`src/shared/dio_pkg.sv`:
```
// Constants shared by the digital I/O channel block
package dio_pkg;
  localparam int DIO_NCH = 4;
  localparam int DIO_AW = 8;
  localparam int DIO_DW = 32;
  localparam int DIO_CLK_MHZ = 100;
  localparam int DIO_DB_W = 21;

  // Register byte offsets
  localparam logic [7:0] OFS_CFG = 8'h00;
  localparam logic [7:0] OFS_CHCFG = 8'h04;
  localparam logic [7:0] OFS_OUT = 8'h08;
  localparam logic [7:0] OFS_IN = 8'h0C;
  localparam logic [7:0] OFS_DIAG = 8'h10;
  localparam logic [7:0] OFS_IST = 8'h14;
  localparam logic [7:0] OFS_IMSK = 8'h18;

  // Module configuration fields
  localparam int CFG_GRP = 0;
  localparam int CFG_LOAD = 1;
  localparam int CFG_SHORT = 2;
  localparam int CFG_ENC = 3;
  localparam int CFG_OGND = 4;
  localparam int CFG_HWIRQ = 5;
  localparam int CFG_REACT = 6;
  localparam int CFG_DLY = 8;
  localparam int CFG_STOP = 10;
  localparam logic [31:0] CFG_RST = 32'h0000_0100;

  // Channel configuration fields, each DIO_NCH bits wide
  localparam int CH_DIR = 0;
  localparam int CH_SUBST = 4;
  localparam int CH_WB = 8;
  localparam int CH_SSUP = 12;
  localparam int CH_RISE = 16;
  localparam int CH_FALL = 20;
  localparam logic [31:0] CHCFG_RST = 32'h0000_0000;

  // Diagnostic condition bits
  localparam int DG_WB = 0;
  localparam int DG_SSUP = 4;
  localparam int DG_LOAD = 8;
  localparam int DG_SHORT = 9;
  localparam int DG_ENC = 10;
  localparam int DG_OGND = 11;
  localparam int DG_COMMON = 12;
  localparam int DG_FAULT = 13;
  localparam int DG_PERR = 14;
  localparam int DG_W = 15;

  // Interrupt status bits: channel edges, then diagnostic change
  localparam int IS_DIAG = 4;
  localparam int IS_W = 5;

  // Stop reaction codes
  localparam logic [1:0] REACT_SHUT = 2'h0;
  localparam logic [1:0] REACT_HOLD = 2'h1;
  localparam logic [1:0] REACT_SUBST = 2'h2;

  // Input delay settings in microseconds, by code 0..3
  localparam int DLY0_US = 500;
  localparam int DLY1_US = 3000;
  localparam int DLY2_US = 15000;
  localparam int DLY3_US = 20000;

  typedef enum logic [1:0] {
    BUS_IDLE = 2'b01,
    BUS_ACK = 2'b10
  } dio_bus_state_type;
endpackage : dio_pkg

```
`src/design/dio_top.sv`:
```
// Digital I/O channel block: direction, stop reaction, filter, irq, diag
//
// Function
// - Module-specific alarms go out only while group diagnostics are on.
// - Fault and parameter errors are always reported, group enable or not.
// - Wire break on an enabled output channel raises a diagnostic event.
// - Missing load voltage is flagged only while its diagnostic is enabled.
// - Module short-circuit checking runs only while its enable is set.
// - Short to supply on an enabled output channel raises a diagnostic event.
// - Input-side short enable checks the encoder supply for ground short.
// - Output-side short enable checks output signals for ground short.
// - Encoder supply short to ground raises an event when enabled.
// - Input pulses no longer than the chosen delay are ignored.
// - Channel edge interrupts issue only under the module interrupt enable.
// - Falling input edge on a selected channel triggers an interrupt.
// - Rising input edge on a selected channel triggers an interrupt.
// - Each channel works as input or output per its direction bit.
// - Shutdown reaction de-energizes outputs while the controller is stopped.
// - Hold reaction keeps the last output value during stop.
// - Substitute reaction drives each output's substitute bit during stop.
// - Mixed variant reports encoder and output ground shorts as one error.
`timescale 1ns/1ns
module dio_top
  import dio_pkg::*;
#(
  parameter int NCH = dio_pkg::DIO_NCH,
  parameter bit MIXED = 1'b1,
  parameter int DLY0_CYC = dio_pkg::DLY0_US * dio_pkg::DIO_CLK_MHZ,
  parameter int DLY1_CYC = dio_pkg::DLY1_US * dio_pkg::DIO_CLK_MHZ,
  parameter int DLY2_CYC = dio_pkg::DLY2_US * dio_pkg::DIO_CLK_MHZ,
  parameter int DLY3_CYC = dio_pkg::DLY3_US * dio_pkg::DIO_CLK_MHZ
) (
  input wire logic ref_clk_i,
  input wire logic arst_n_i,
  input wire logic [dio_pkg::DIO_AW-1:0] avs_address_i,
  input wire logic avs_read_i,
  input wire logic avs_write_i,
  input wire logic [dio_pkg::DIO_DW-1:0] avs_writedata_i,
  input wire logic [3:0] avs_byteenable_i,
  output logic [dio_pkg::DIO_DW-1:0] avs_readdata_o,
  output logic avs_waitrequest_o,
  input wire logic [NCH-1:0] din_i,
  output logic [NCH-1:0] dout_o,
  output logic [NCH-1:0] dout_oe_o,
  input wire logic [NCH-1:0] wire_break_i,
  input wire logic [NCH-1:0] short_gnd_i,
  input wire logic [NCH-1:0] short_sup_i,
  input wire logic load_volt_ok_i,
  input wire logic enc_short_i,
  input wire logic fault_i,
  output logic diag_alarm_o,
  output logic irq_o
);
  import dio_pkg::*;

  localparam int PW = 4 * NCH + 3;

  logic [31:0] cfg;
  logic [31:0] chcfg;
  logic [NCH-1:0] out_val;
  logic [NCH-1:0] hold_val;
  logic [IS_W-1:0] irq_st;
  logic [IS_W-1:0] irq_msk;
  logic [DG_W-1:0] diag;
  logic [DG_W-1:0] next_diag;
  logic [PW-1:0] pin_meta;
  logic [PW-1:0] pin_sync;
  logic [NCH-1:0] filt;
  logic [NCH-1:0] filt_d;
  logic [DIO_DB_W-1:0] lim;
  dio_bus_state_type bus_st;
  logic [31:0] rd_mux;
  logic [31:0] be_mask;
  logic wr_go;

  wire logic [NCH-1:0] s_din = pin_sync[NCH-1:0];
  wire logic [NCH-1:0] s_wb = pin_sync[2*NCH-1:NCH];
  wire logic [NCH-1:0] s_sgnd = pin_sync[3*NCH-1:2*NCH];
  wire logic [NCH-1:0] s_ssup = pin_sync[4*NCH-1:3*NCH];
  wire logic s_load_ok = pin_sync[4*NCH];
  wire logic s_enc = pin_sync[4*NCH+1];
  wire logic s_fault = pin_sync[4*NCH+2];

  wire logic [NCH-1:0] dir = chcfg[CH_DIR +: NCH];
  wire logic [NCH-1:0] subst = chcfg[CH_SUBST +: NCH];
  wire logic [1:0] react = cfg[CFG_REACT +: 2];
  wire logic stopped = cfg[CFG_STOP];
  wire logic hw_en = cfg[CFG_HWIRQ];

  // Pin inputs: two flops before any logic looks at them
  always_ff @(posedge ref_clk_i or negedge arst_n_i) begin
    if (!arst_n_i) begin
      pin_meta <= '0;
      pin_sync <= '0;
    end else begin
      pin_meta <= {fault_i, enc_short_i, load_volt_ok_i, short_sup_i,
                   short_gnd_i, wire_break_i, din_i};
      pin_sync <= pin_meta;
    end
  end

  // Bus slave: one wait state, then the answer
  always_ff @(posedge ref_clk_i or negedge arst_n_i) begin
    if (!arst_n_i) begin
      bus_st <= BUS_IDLE;
    end else begin
      unique case (bus_st)
        BUS_IDLE: begin
          if (avs_read_i || avs_write_i) begin
            bus_st <= BUS_ACK;
          end
        end
        BUS_ACK: begin
          bus_st <= BUS_IDLE;
        end
      endcase
    end
  end

  assign avs_waitrequest_o = (avs_read_i || avs_write_i) &&
                             (bus_st != BUS_ACK);
  assign wr_go = avs_write_i && (bus_st == BUS_ACK);

  always_comb begin
    for (int b = 0; b < 4; b++) begin
      be_mask[8*b +: 8] = {8{avs_byteenable_i[b]}};
    end
  end

  // Unmapped offsets read as zero and ignore writes
  always_comb begin
    rd_mux = '0;
    unique case (avs_address_i)
      OFS_CFG: rd_mux = cfg;
      OFS_CHCFG: rd_mux = chcfg;
      OFS_OUT: rd_mux[NCH-1:0] = out_val;
      OFS_IN: rd_mux[NCH-1:0] = filt;
      OFS_DIAG: rd_mux[DG_W-1:0] = diag;
      OFS_IST: rd_mux[IS_W-1:0] = irq_st;
      OFS_IMSK: rd_mux[IS_W-1:0] = irq_msk;
      default: rd_mux = '0;
    endcase
  end

  always_ff @(posedge ref_clk_i or negedge arst_n_i) begin
    if (!arst_n_i) begin
      avs_readdata_o <= '0;
    end else if (avs_read_i && bus_st == BUS_IDLE) begin
      avs_readdata_o <= rd_mux;
    end
  end

  // Configuration registers
  always_ff @(posedge ref_clk_i or negedge arst_n_i) begin
    if (!arst_n_i) begin
      cfg <= CFG_RST;
      chcfg <= CHCFG_RST;
      out_val <= '0;
      irq_msk <= '0;
    end else if (wr_go) begin
      unique case (avs_address_i)
        OFS_CFG: cfg <= (cfg & ~be_mask) | (avs_writedata_i & be_mask);
        OFS_CHCFG: begin
          chcfg <= (chcfg & ~be_mask) | (avs_writedata_i & be_mask);
        end
        OFS_OUT: begin
          if (avs_byteenable_i[0]) begin
            out_val <= avs_writedata_i[NCH-1:0];
          end
        end
        OFS_IMSK: begin
          if (avs_byteenable_i[0]) begin
            irq_msk <= avs_writedata_i[IS_W-1:0];
          end
        end
        default: ;
      endcase
    end
  end

  // Input filter: a level is taken only after it has stood for the delay
  always_comb begin
    unique case (cfg[CFG_DLY +: 2])
      2'h0: lim = DIO_DB_W'(DLY0_CYC);
      2'h1: lim = DIO_DB_W'(DLY1_CYC);
      2'h2: lim = DIO_DB_W'(DLY2_CYC);
      default: lim = DIO_DB_W'(DLY3_CYC);
    endcase
  end

  for (genvar c = 0; c < NCH; c++) begin : g_filt
    logic [DIO_DB_W-1:0] cnt;
    always_ff @(posedge ref_clk_i or negedge arst_n_i) begin
      if (!arst_n_i) begin
        cnt <= '0;
        filt[c] <= 1'b0;
      end else if (s_din[c] == filt[c]) begin
        cnt <= '0;
      end else if (cnt >= lim) begin
        filt[c] <= s_din[c];
        cnt <= '0;
      end else begin
        cnt <= cnt + 1'b1;
      end
    end
  end

  always_ff @(posedge ref_clk_i or negedge arst_n_i) begin
    if (!arst_n_i) begin
      filt_d <= '0;
    end else begin
      filt_d <= filt;
    end
  end

  // Diagnostic conditions, live while the fault stands
  always_comb begin
    next_diag = '0;
    next_diag[DG_WB +: NCH] = s_wb & dir & chcfg[CH_WB +: NCH];
    next_diag[DG_SSUP +: NCH] = s_ssup & dir & chcfg[CH_SSUP +: NCH];
    next_diag[DG_LOAD] = cfg[CFG_LOAD] && !s_load_ok;
    next_diag[DG_SHORT] = cfg[CFG_SHORT] && |(s_sgnd & dir);
    next_diag[DG_ENC] = cfg[CFG_ENC] && s_enc;
    next_diag[DG_OGND] = cfg[CFG_OGND] && |(s_sgnd & dir);
    next_diag[DG_COMMON] = MIXED &&
                           (next_diag[DG_ENC] || next_diag[DG_OGND]);
    next_diag[DG_FAULT] = s_fault;
    // Reaction code 3 has no meaning and counts as a parameter error
    next_diag[DG_PERR] = (react == 2'h3);
  end

  always_ff @(posedge ref_clk_i or negedge arst_n_i) begin
    if (!arst_n_i) begin
      diag <= '0;
    end else begin
      diag <= next_diag;
    end
  end

  wire logic [DG_W-1:0] rep_mask = {2'b11, {(DG_W-2){cfg[CFG_GRP]}}};

  always_ff @(posedge ref_clk_i or negedge arst_n_i) begin
    if (!arst_n_i) begin
      diag_alarm_o <= 1'b0;
    end else begin
      diag_alarm_o <= |(diag & rep_mask);
    end
  end

  // Sticky status; a new event beats a write-one-to-clear
  wire logic [NCH-1:0] rise_ev = filt & ~filt_d & ~dir & chcfg[CH_RISE +: NCH];
  wire logic [NCH-1:0] fall_ev = ~filt & filt_d & ~dir & chcfg[CH_FALL +: NCH];
  wire logic diag_ev = |((diag ^ next_diag) & rep_mask);
  wire logic [IS_W-1:0] set_ev = {diag_ev,
                                  {NCH{hw_en}} & (rise_ev | fall_ev)};

  always_ff @(posedge ref_clk_i or negedge arst_n_i) begin
    if (!arst_n_i) begin
      irq_st <= '0;
    end else begin
      if (wr_go && avs_address_i == OFS_IST && avs_byteenable_i[0]) begin
        irq_st <= (irq_st & ~avs_writedata_i[IS_W-1:0]) | set_ev;
      end else begin
        irq_st <= irq_st | set_ev;
      end
    end
  end

  assign irq_o = |(irq_st & irq_msk);

  // Outputs and their stop reaction; the hold copy freezes at stop entry
  always_ff @(posedge ref_clk_i or negedge arst_n_i) begin
    if (!arst_n_i) begin
      hold_val <= '0;
    end else if (!stopped) begin
      hold_val <= out_val;
    end
  end

  always_ff @(posedge ref_clk_i or negedge arst_n_i) begin
    if (!arst_n_i) begin
      dout_o <= '0;
      dout_oe_o <= '0;
    end else begin
      dout_oe_o <= dir;
      if (!stopped) begin
        dout_o <= out_val & dir;
      end else if (react == REACT_HOLD) begin
        dout_o <= hold_val & dir;
      end else if (react == REACT_SUBST) begin
        dout_o <= subst & dir;
      end else begin
        dout_o <= '0;
      end
    end
  end

  AST_GROUP_GATE: assert property (
    @(posedge ref_clk_i) disable iff (!arst_n_i)
    (!cfg[CFG_GRP] && !diag[DG_FAULT] && !diag[DG_PERR]) |=> !diag_alarm_o)
    else $error("Alarm raised with group diagnostics off");

  AST_FAULT_ALWAYS: assert property (
    @(posedge ref_clk_i) disable iff (!arst_n_i)
    diag[DG_FAULT] |=> diag_alarm_o)
    else $error("Fault not reported");

  AST_WIRE_BREAK: assert property (
    @(posedge ref_clk_i) disable iff (!arst_n_i)
    (s_wb[0] && dir[0] && chcfg[CH_WB]) |=> diag[DG_WB])
    else $error("Wire break on channel 0 missed");

  AST_LOAD_OFF: assert property (
    @(posedge ref_clk_i) disable iff (!arst_n_i)
    !cfg[CFG_LOAD] |=> !diag[DG_LOAD])
    else $error("Load voltage flagged while disabled");

  AST_ENC_SHORT: assert property (
    @(posedge ref_clk_i) disable iff (!arst_n_i)
    (cfg[CFG_ENC] && s_enc) |=> diag[DG_ENC] ##1 diag_alarm_o || !cfg[CFG_GRP])
    else $error("Encoder short not reported");

  AST_FILTER: assert property (
    @(posedge ref_clk_i) disable iff (!arst_n_i)
    (filt[0] != $past(filt[0])) |-> $past(s_din[0], 2) == filt[0])
    else $error("Filter took a level that had not stood");

  AST_IRQ_GATE: assert property (
    @(posedge ref_clk_i) disable iff (!arst_n_i)
    $rose(irq_st[0]) |-> $past(hw_en))
    else $error("Edge interrupt without module enable");

  AST_RISE_IRQ: assert property (
    @(posedge ref_clk_i) disable iff (!arst_n_i)
    (hw_en && rise_ev[0]) |=> irq_st[0])
    else $error("Rising edge interrupt lost");

  AST_SHUTDOWN: assert property (
    @(posedge ref_clk_i) disable iff (!arst_n_i)
    (stopped && react == REACT_SHUT) |=> dout_o == '0)
    else $error("Outputs live during stop with shutdown");

  AST_HOLD: assert property (
    @(posedge ref_clk_i) disable iff (!arst_n_i)
    (stopped && $past(stopped) && react == REACT_HOLD && $stable(dir))
    |=> $stable(dout_o))
    else $error("Held outputs changed during stop");

  AST_SUBST: assert property (
    @(posedge ref_clk_i) disable iff (!arst_n_i)
    (stopped && react == REACT_SUBST) |=> dout_o == $past(subst & dir))
    else $error("Substitute value not driven");

  AST_COMMON_ERR: assert property (
    @(posedge ref_clk_i) disable iff (!arst_n_i)
    (diag[DG_ENC] || diag[DG_OGND]) |-> diag[DG_COMMON] == MIXED)
    else $error("Common error bit disagrees");

  AST_SHORT_OFF: assert property (
    @(posedge ref_clk_i) disable iff (!arst_n_i)
    !cfg[CFG_SHORT] |=> !diag[DG_SHORT])
    else $error("Module short flagged while disabled");

  AST_SUPPLY_SHORT: assert property (
    @(posedge ref_clk_i) disable iff (!arst_n_i)
    (s_ssup[1] && dir[1] && chcfg[CH_SSUP+1]) |=> diag[DG_SSUP+1])
    else $error("Short to supply on channel 1 missed");

  AST_FALL_IRQ: assert property (
    @(posedge ref_clk_i) disable iff (!arst_n_i)
    (hw_en && fall_ev[0]) |=> irq_st[0])
    else $error("Falling edge interrupt lost");

  AST_DIRECTION: assert property (
    @(posedge ref_clk_i) disable iff (!arst_n_i)
    1'b1 |=> dout_oe_o == $past(dir) && (dout_o & ~dout_oe_o) == '0)
    else $error("Channel direction not honoured");

  AST_BUS_ANSWER: assert property (
    @(posedge ref_clk_i) disable iff (!arst_n_i)
    (bus_st == BUS_IDLE && avs_read_i) |=> !avs_waitrequest_o)
    else $error("Bus answer late");
endmodule : dio_top

```
`config.mk`:
```
export PLATFORM = sky130hd
export DESIGN_NAME = dio_top
export DESIGN_NICKNAME = d
export VERILOG_FILES = /design/src/shared/dio_pkg.sv /design/src/design/dio_top.sv
export SDC_FILE = /design/constraint.sdc
export NUM_CORES = 1
export LEC_CHECK = 0
export ABC_AREA = 1
export ABC_CLOCK_PERIOD_IN_PS = 7500
export BUFFER_PORTS_ARGS = -buffer_cell sky130_fd_sc_hd__buf_2
export CAP_MARGIN = 20
export CORE_MARGIN = 2
export CORE_UTILIZATION = 30
export DETAILED_ROUTE_END_ITERATION = 12
export PLACE_DENSITY = 0.49
export SETUP_SLACK_MARGIN = 0.15
export SLEW_MARGIN = 5
export SYNTH_ARGS = -nofsm -noshare
export SYNTH_HDL_FRONTEND = slang
export SYNTH_SLANG_ARGS = --single-unit
```
`constraint.sdc`:
```
create_clock -name ref_clk_i -period 7.5 [get_ports ref_clk_i]
set_input_delay 0.375 -clock ref_clk_i [delete_from_list [all_inputs] [get_ports ref_clk_i]]
set_output_delay 0.375 -clock ref_clk_i [all_outputs]
set_load 0.005 [all_outputs]
```
==> results.json, run 1 <==
{
  "grt_max_degree": 179,
  "numPortBuffers": 109,
  "cp_slowest_cell": "o21ai_0",
  "clockBufferDepth": 3,
  "clk_pin_slew_ns": 0.06,
  "die-area_um2": 47180,
  "coreArea_um2": 45090,
  "die_y_um": 217.2,
  "synthTopCellsByArea": "dfrtp_1 49%, nand2_1 11%, inv_1 5.1%, ha_1 4.6%, o21ai_0 4.6%",
  "synth_common_cells": "390 x nand2_1, 268 x dfrtp_1, 184 x inv_1",
  "critPathMaxStageDelay_ns": 0.72,
  "cp_cell_sequence": "inv_1, ha_1, o21ai_0, ha_1, a21oi_1, o21ai_0, nand2_1, nand3_1, nor2_2, nand3_2, nor2_2",
  "fmaxAchievable_mhz": 276.5,
  "setup_viol": 0,
  "setup-tns-final_ns": 0,
  "rsz0062_at_grt": "no",
  "syn-num-nets": 1729,
  "synth_area_um2": 13640,
  "fin_crit_ns": 3.616,
  "syn2layout_area_growth_pct": 18.50,
  "grt_antenna_before_repair": 0,
  "root_buffer": "clkbuf_16",
  "synth.avg_cell_area_um2": 8.460,
  "n_antenna_cell": 0,
  "fp-row-count": 78,
  "synth.most_common_cell": "nand2_1",
  "slew_headroom": 0.2895,
  "tightest_slew_ns": 1.066,
  "grt_usage": 0.1593,
  "hold_viol_final": 0,
  "drive_gt1_frac": 0.1448,
  "ant_nets": 0,
  "cp.arrival_ns": 4.06,
  "die_w_um": 217.2,
  "ys_ff_latch": 270,
  "max-vdd-ir-drop_v": 0.0001389,
  "drv_cap": 0,
  "yosysTopAreaCellShare": 0.4917,
  "cts_buffers": 34,
  "vias": 10810,
  "power_density_nw_per_um2": 224.7,
  "cp.required_ns": 7.95,
  "synth-async-reset-ratio": 1.000,
  "holdWs_ns": 0.1076,
  "ff2ff_setup_slack_ns": 3.88,
  "grt.overflow.total": 0,
  "yosysWarnings": 0,
  "final.period_utilization": 0.4821,
  "cts_setup_buffers": 0,
  "drtIter0Drc": 702,
  "globalplace.congestion": 0.8650,
  "vias_per_cell": 4.566,
  "postCtsResizedCells": 0,
  "crit_path_end_kind": "flop",
  "hold_class": "primary input to flop",
  "first_pass_iters": 4,
  "drc_errors": 0,
  "cts_sinks": 270,
  "synth-edff-count": 0,
  "skew_ns": 0.01510,
  "ys_seq_area_frac": 0.4956,
  "start_kind": "flop",
  "initial_utilization": 0.3025,
  "synth_ff_type": "dfrtp_1",
  "ctsHoldBuffers": 20,
  "grt_pass1_vias": 10760,
  "ioPinCount": 110,
  "finalMaxSlewViolations": 0,
  "grt_pass1_wl_um": 59550,
  "avgRoutedWirePerCell_um": 15.58,
  "crit_fanout": 20,
  "power_leakage_nw": 7.733,
  "yosysUniqueCellTypes": 46,
  "clk_latency_ns": 0.54,
  "crit_type": "flop to flop",
  "fin_nets": 1859,
  "num-fill-cells": 4721,
  "cts_tree": "yes",
  "wl_um": 36890,
  "synth_cells": 1612,
  "cts.htree.levels": 2,
  "yosysTopAreaCell": "dfrtp_1",
  "status": "complete, no violations",
  "hpwl_um": 26000
}
-- kinds of logic (layout without fill, tap and decap cells) --
| family | after synthesis | after routing | synth area share |
|---|---|---|---|
| DFF | 270 | 270 | 0.4956 |
| buffers and inverters | 229 | 385 | 0.06982 |
| adders and majority gates | 50 | 50 | 0.04587 |
| AOI/OAI and AO/OA | 211 | 211 | 0.08560 |
| and+or+nand+nor | 772 | 772 | 0.2501 |
| xor gates and xnor gates | 80 | 80 | 0.05303 |
-- metal layers --
| metal | wire, µm | GRT usage |
|---|---|---|
| met3 | 1657 | 0.02963 |
| met4 | 841 | 0.04612 |
| met5 | 0 | 0 |
| met1 | 18510 | 0.2298 |
| met2 | 15880 | 0.2427 |
-- path summary, 6_finish.rpt --
check,start,end,cells past startpoint
setup / recovery,flop,g_filt[0].cnt[5],11
hold / removal,avs_writedata_i[17],flop,3
hold reg to reg,pin_meta[3],pin_sync[3],0
min in group asynchronous,arst_n_i,pin_meta[1],2
max in group asynchronous,arst_n_i,asynchronous set/reset pin,3
setup reg to reg,flop,g_filt[0].cnt[5],11
-- placed cells by master (no fill, tap or decap), types with 32 or more instances in the layout --
cell,synthesis,routed
a21oi_1,46,46
buf_2,7,108
clkbuf_16,0,35
dfrtp_1,268,268
ha_1,50,50
inv_1,184,184
nand2_1,390,390
nand3_1,93,93
nand4_1,32,32
nor2_1,146,145
nor2_2,56,57
o21ai_0,125,125
xor2_1,57,57
-- where the power goes --
group	switching [mW]	total (mW)	internal, mW	leakage (nW)
Clock	0.658	1.75	1.09	0.597
Combinational	0.164	0.292	0.127	3.54
Sequential	0.0503	1.59	1.54	3.59
-- per-stage QoR --
step | total power [mW] | utilization | area, µm² | cells | setup WS [ns]
CTS | 3.698 | 0.3581 | 16150 | 2367 | 3.849
floorplan | 1.743 | - | 13640 | 1612 | 4.965
finish | 3.631 | 0.3584 | 16160 | 2368 | 3.884
global route | 3.793 | 0.3584 | 16160 | 2368 | 3.607
global placement | 1.905 | 0.3270 | 14740 | 2285 | 3.985
detailed placement | 1.907 | 0.3270 | 14740 | 2285 | 3.868
-- final cells by class --
type	count	area, µm²	area share
Timing Repair Buffer	133	805.8	0.04986
Tap cell	600	750.7	0.04645
Clock inverter	15	222.7	0.01378
Sequential cell	270	6759	0.4182
Multi-Input combinational cell	1113	5929	0.3669
Clock buffer	47	980.9	0.06070
Inverter	190	713.2	0.04413
-- critical path: cells and delay by family (launching register included) --
| kind | cells | cell delay [ns] |
|---|---|---|
| AOI/OAI and AO/OA | 3 | 0.94 |
| adders and majority gates | 2 | 0.79 |
| buffers and inverters | 1 | 0.10 |
| DFF | 1 | 0.59 |
| and+or+nand+nor | 5 | 1.11 |
Note: power is estimated with default switching activity, not from simulation.
==> inputs of run 2 (changes only) <==
--- a/config.mk
+++ b/config.mk
@@ -6,7 +6,7 @@
 export NUM_CORES = 1
 export LEC_CHECK = 0
 export ABC_AREA = 1
-export ABC_CLOCK_PERIOD_IN_PS = 7500
+export ABC_CLOCK_PERIOD_IN_PS = 3500
 export BUFFER_PORTS_ARGS = -buffer_cell sky130_fd_sc_hd__buf_2
 export CAP_MARGIN = 20
 export CORE_MARGIN = 2
==> constraint.sdc (replaced) <==
create_clock -name ref_clk_i -period 3.5 [get_ports ref_clk_i]
set_input_delay 0.175 -clock ref_clk_i [delete_from_list [all_inputs] [get_ports ref_clk_i]]
set_output_delay 0.175 -clock ref_clk_i [all_outputs]
set_load 0.005 [all_outputs]
==> results.json, run 2 (same netlist as run 1, synthesis figures left out) <==
{
  "cts_setup_buffers": 0,
  "grt_antenna_before_repair": 0,
  "worst-path-buf-inv": 2,
  "die_w_um": 217.2,
  "grt_pass1_wl_um": 60630,
  "ioPinCount": 110,
  "ctsHoldBuffers": 51,
  "cp_slowest_cell": "dfstp_2",
  "setup_viol": 0,
  "ff2ff_setup_slack_ns": 0.62,
  "hold_path_depth": 3,
  "hold_viol_final": 0,
  "critPathMaxStageDelay_ns": 0.59,
  "cts_sinks": 270,
  "cts_buffers": 35,
  "grt_max_degree": 94,
  "crit_fanout": 19,
  "clk_latency_ns": 0.54,
  "finalNonFillerCells": 2408,
  "placed_cells": 2298,
  "rsz0062_at_grt": "no",
  "slew_headroom": 0.4821,
  "grt_usage": 0.1623,
  "drc_errors": 0,
  "grt.overflow.total": 0,
  "cts_tree": "yes",
  "final.period_utilization": 0.8240,
  "wl_um": 37400,
  "fin_util": 0.3671,
  "num-fill-cells": 4647,
  "clockBufferDepth": 3,
  "vias_per_cell": 4.598,
  "coreArea_um2": 45090,
  "multi_input_area_um2": 5929,
  "setup-tns-final_ns": 0,
  "drv_cap": 0,
  "avgRoutedWirePerCell_um": 15.53,
  "rr_worst_depth": 14,
  "setup.worst_path.end": "g_filt[2].cnt[0]",
  "final_common_cell": "nand2_1",
  "status": "complete, no violations",
  "max-vdd-ir-drop_v": 0.0003141,
  "finalMaxSlewViolations": 0,
  "holdWs_ns": 0.02442,
  "r2r-end": "g_filt[2].cnt[0]",
  "drive_gt1_frac": 0.1460,
  "fp-row-count": 78,
  "die-area_um2": 47180,
  "drtIter0Drc": 776,
  "cts.htree.levels": 2,
  "numPortBuffers": 109,
  "vias": 11070,
  "cp_cell_sequence": "inv_1, ha_1, o21ai_0, buf_4, ha_1, a21oi_1, o21ai_0, nand2_1, nand3_1, nor2_1, nand2_1, nand2_2, nand2_4, nor2_1",
  "ant_nets": 0,
  "crit_type": "flop to flop",
  "postCtsResizedCells": 0,
  "tightest_slew_ns": 0.7768,
  "crit_family": "simple AND/OR/NAND/NOR gates",
  "cp_num_cells": 14,
  "crit_path_end_kind": "flop",
  "initial_utilization": 0.3025,
  "skew_ns": 0.02489,
  "cp.required_ns": 3.95,
  "start_kind": "flop",
  "hpwl_um": 26870,
  "power_density_nw_per_um2": 470.3,
  "globalplace.congestion": 0.8560,
  "fmaxAchievable_mhz": 346.7,
  "n_antenna_cell": 0,
  "grt_pass1_vias": 11010,
  "clk_pin_slew_ns": 0.06,
  "fin_crit_ns": 2.884,
  "first_pass_iters": 5,
  "final_cell_mix": "390 x nand2_1, 268 x dfrtp_1, 184 x inv_1",
  "root_buffer": "clkbuf_16",
  "power_leakage_nw": 7.909,
  "syn2layout_area_growth_pct": 21.36,
  "seqCellArea_um2": 6759,
  "die_y_um": 217.2,
  "cp.arrival_ns": 3.33,
  "hold_class": "primary input to flop",
  "fin_nets": 1903
}
[run 2: cell types whose count changed in the layout (fill, tap and decap cells not counted)]
cell and change:
clkbuf_1 +1, buf_4 +12, inv_6 +2, clkinv_8 -1, buf_12 +1, buf_8 -1, clkbuf_16 +1, clkbuf_8 +1
clkinv_2 -6, dlygate4sd3_1 +31, bufinv_16 -1
[run 2: layer usage]
layer,wire length [µm],track usage,vias up
met1,18350,0.2304,5261
met3,1544,0.02516,69
li1,-,-,5526
met4,1086,0.05959,0
met2,16420,0.2496,215
met5,0,0,-
[run 2: layout make-up]
| type | count | area share |
|---|---|---|
| Clock inverter | 9 | 0.009903 |
| Inverter | 190 | 0.04309 |
| Multi-Input combinational cell | 1113 | 0.3583 |
| Tap cell | 600 | 0.04536 |
| Timing Repair Buffer | 176 | 0.07318 |
| Sequential cell | 270 | 0.4084 |
| Clock buffer | 50 | 0.06184 |
[run 2: worst min path at each step]
stage,from,end,slack [ns]
after floorplan,arst_n_i,asynchronous set/reset pin,-0.12
after detailed placement,arst_n_i,g_filt[1].cnt[2],0.27
after global placement,arst_n_i,g_filt[1].cnt[2],0.27
final,avs_writedata_i[2],flop,0.02
after CTS,avs_writedata_i[2],flop,0.0008
after global routing,avs_writedata_i[2],flop,0.04
[run 2: power by group]
part | internal [mW] | switching, mW
logic | 0.302 | 0.356
clock network | 2.33 | 1.38
registers | 3.30 | 0.119
total | 5.93 | 1.85
[run 2: per-stage QoR]
step	area [µm²]	total power [mW]	worst slack (ns)
floorplan	13640	3.736	0.9646
global placement	14850	4.093	0.7385
detailed placement	14850	4.099	0.6196
CTS	16550	7.934	0.6147
global route	16550	8.128	0.3235
finish	16550	7.783	0.6160
[run 2: worst reg2reg max path, stage by stage, from the launching register on]
cell	delay [ns]
dfstp_2	0.59
inv_1	0.10
ha_1	0.39
o21ai_0	0.29
buf_4	0.18
ha_1	0.24
a21oi_1	0.17
o21ai_0	0.10
nand2_1	0.08
nand3_1	0.06
nor2_1	0.08
nand2_1	0.08
nand2_2	0.11
nand2_4	0.17
nor2_1	0.16
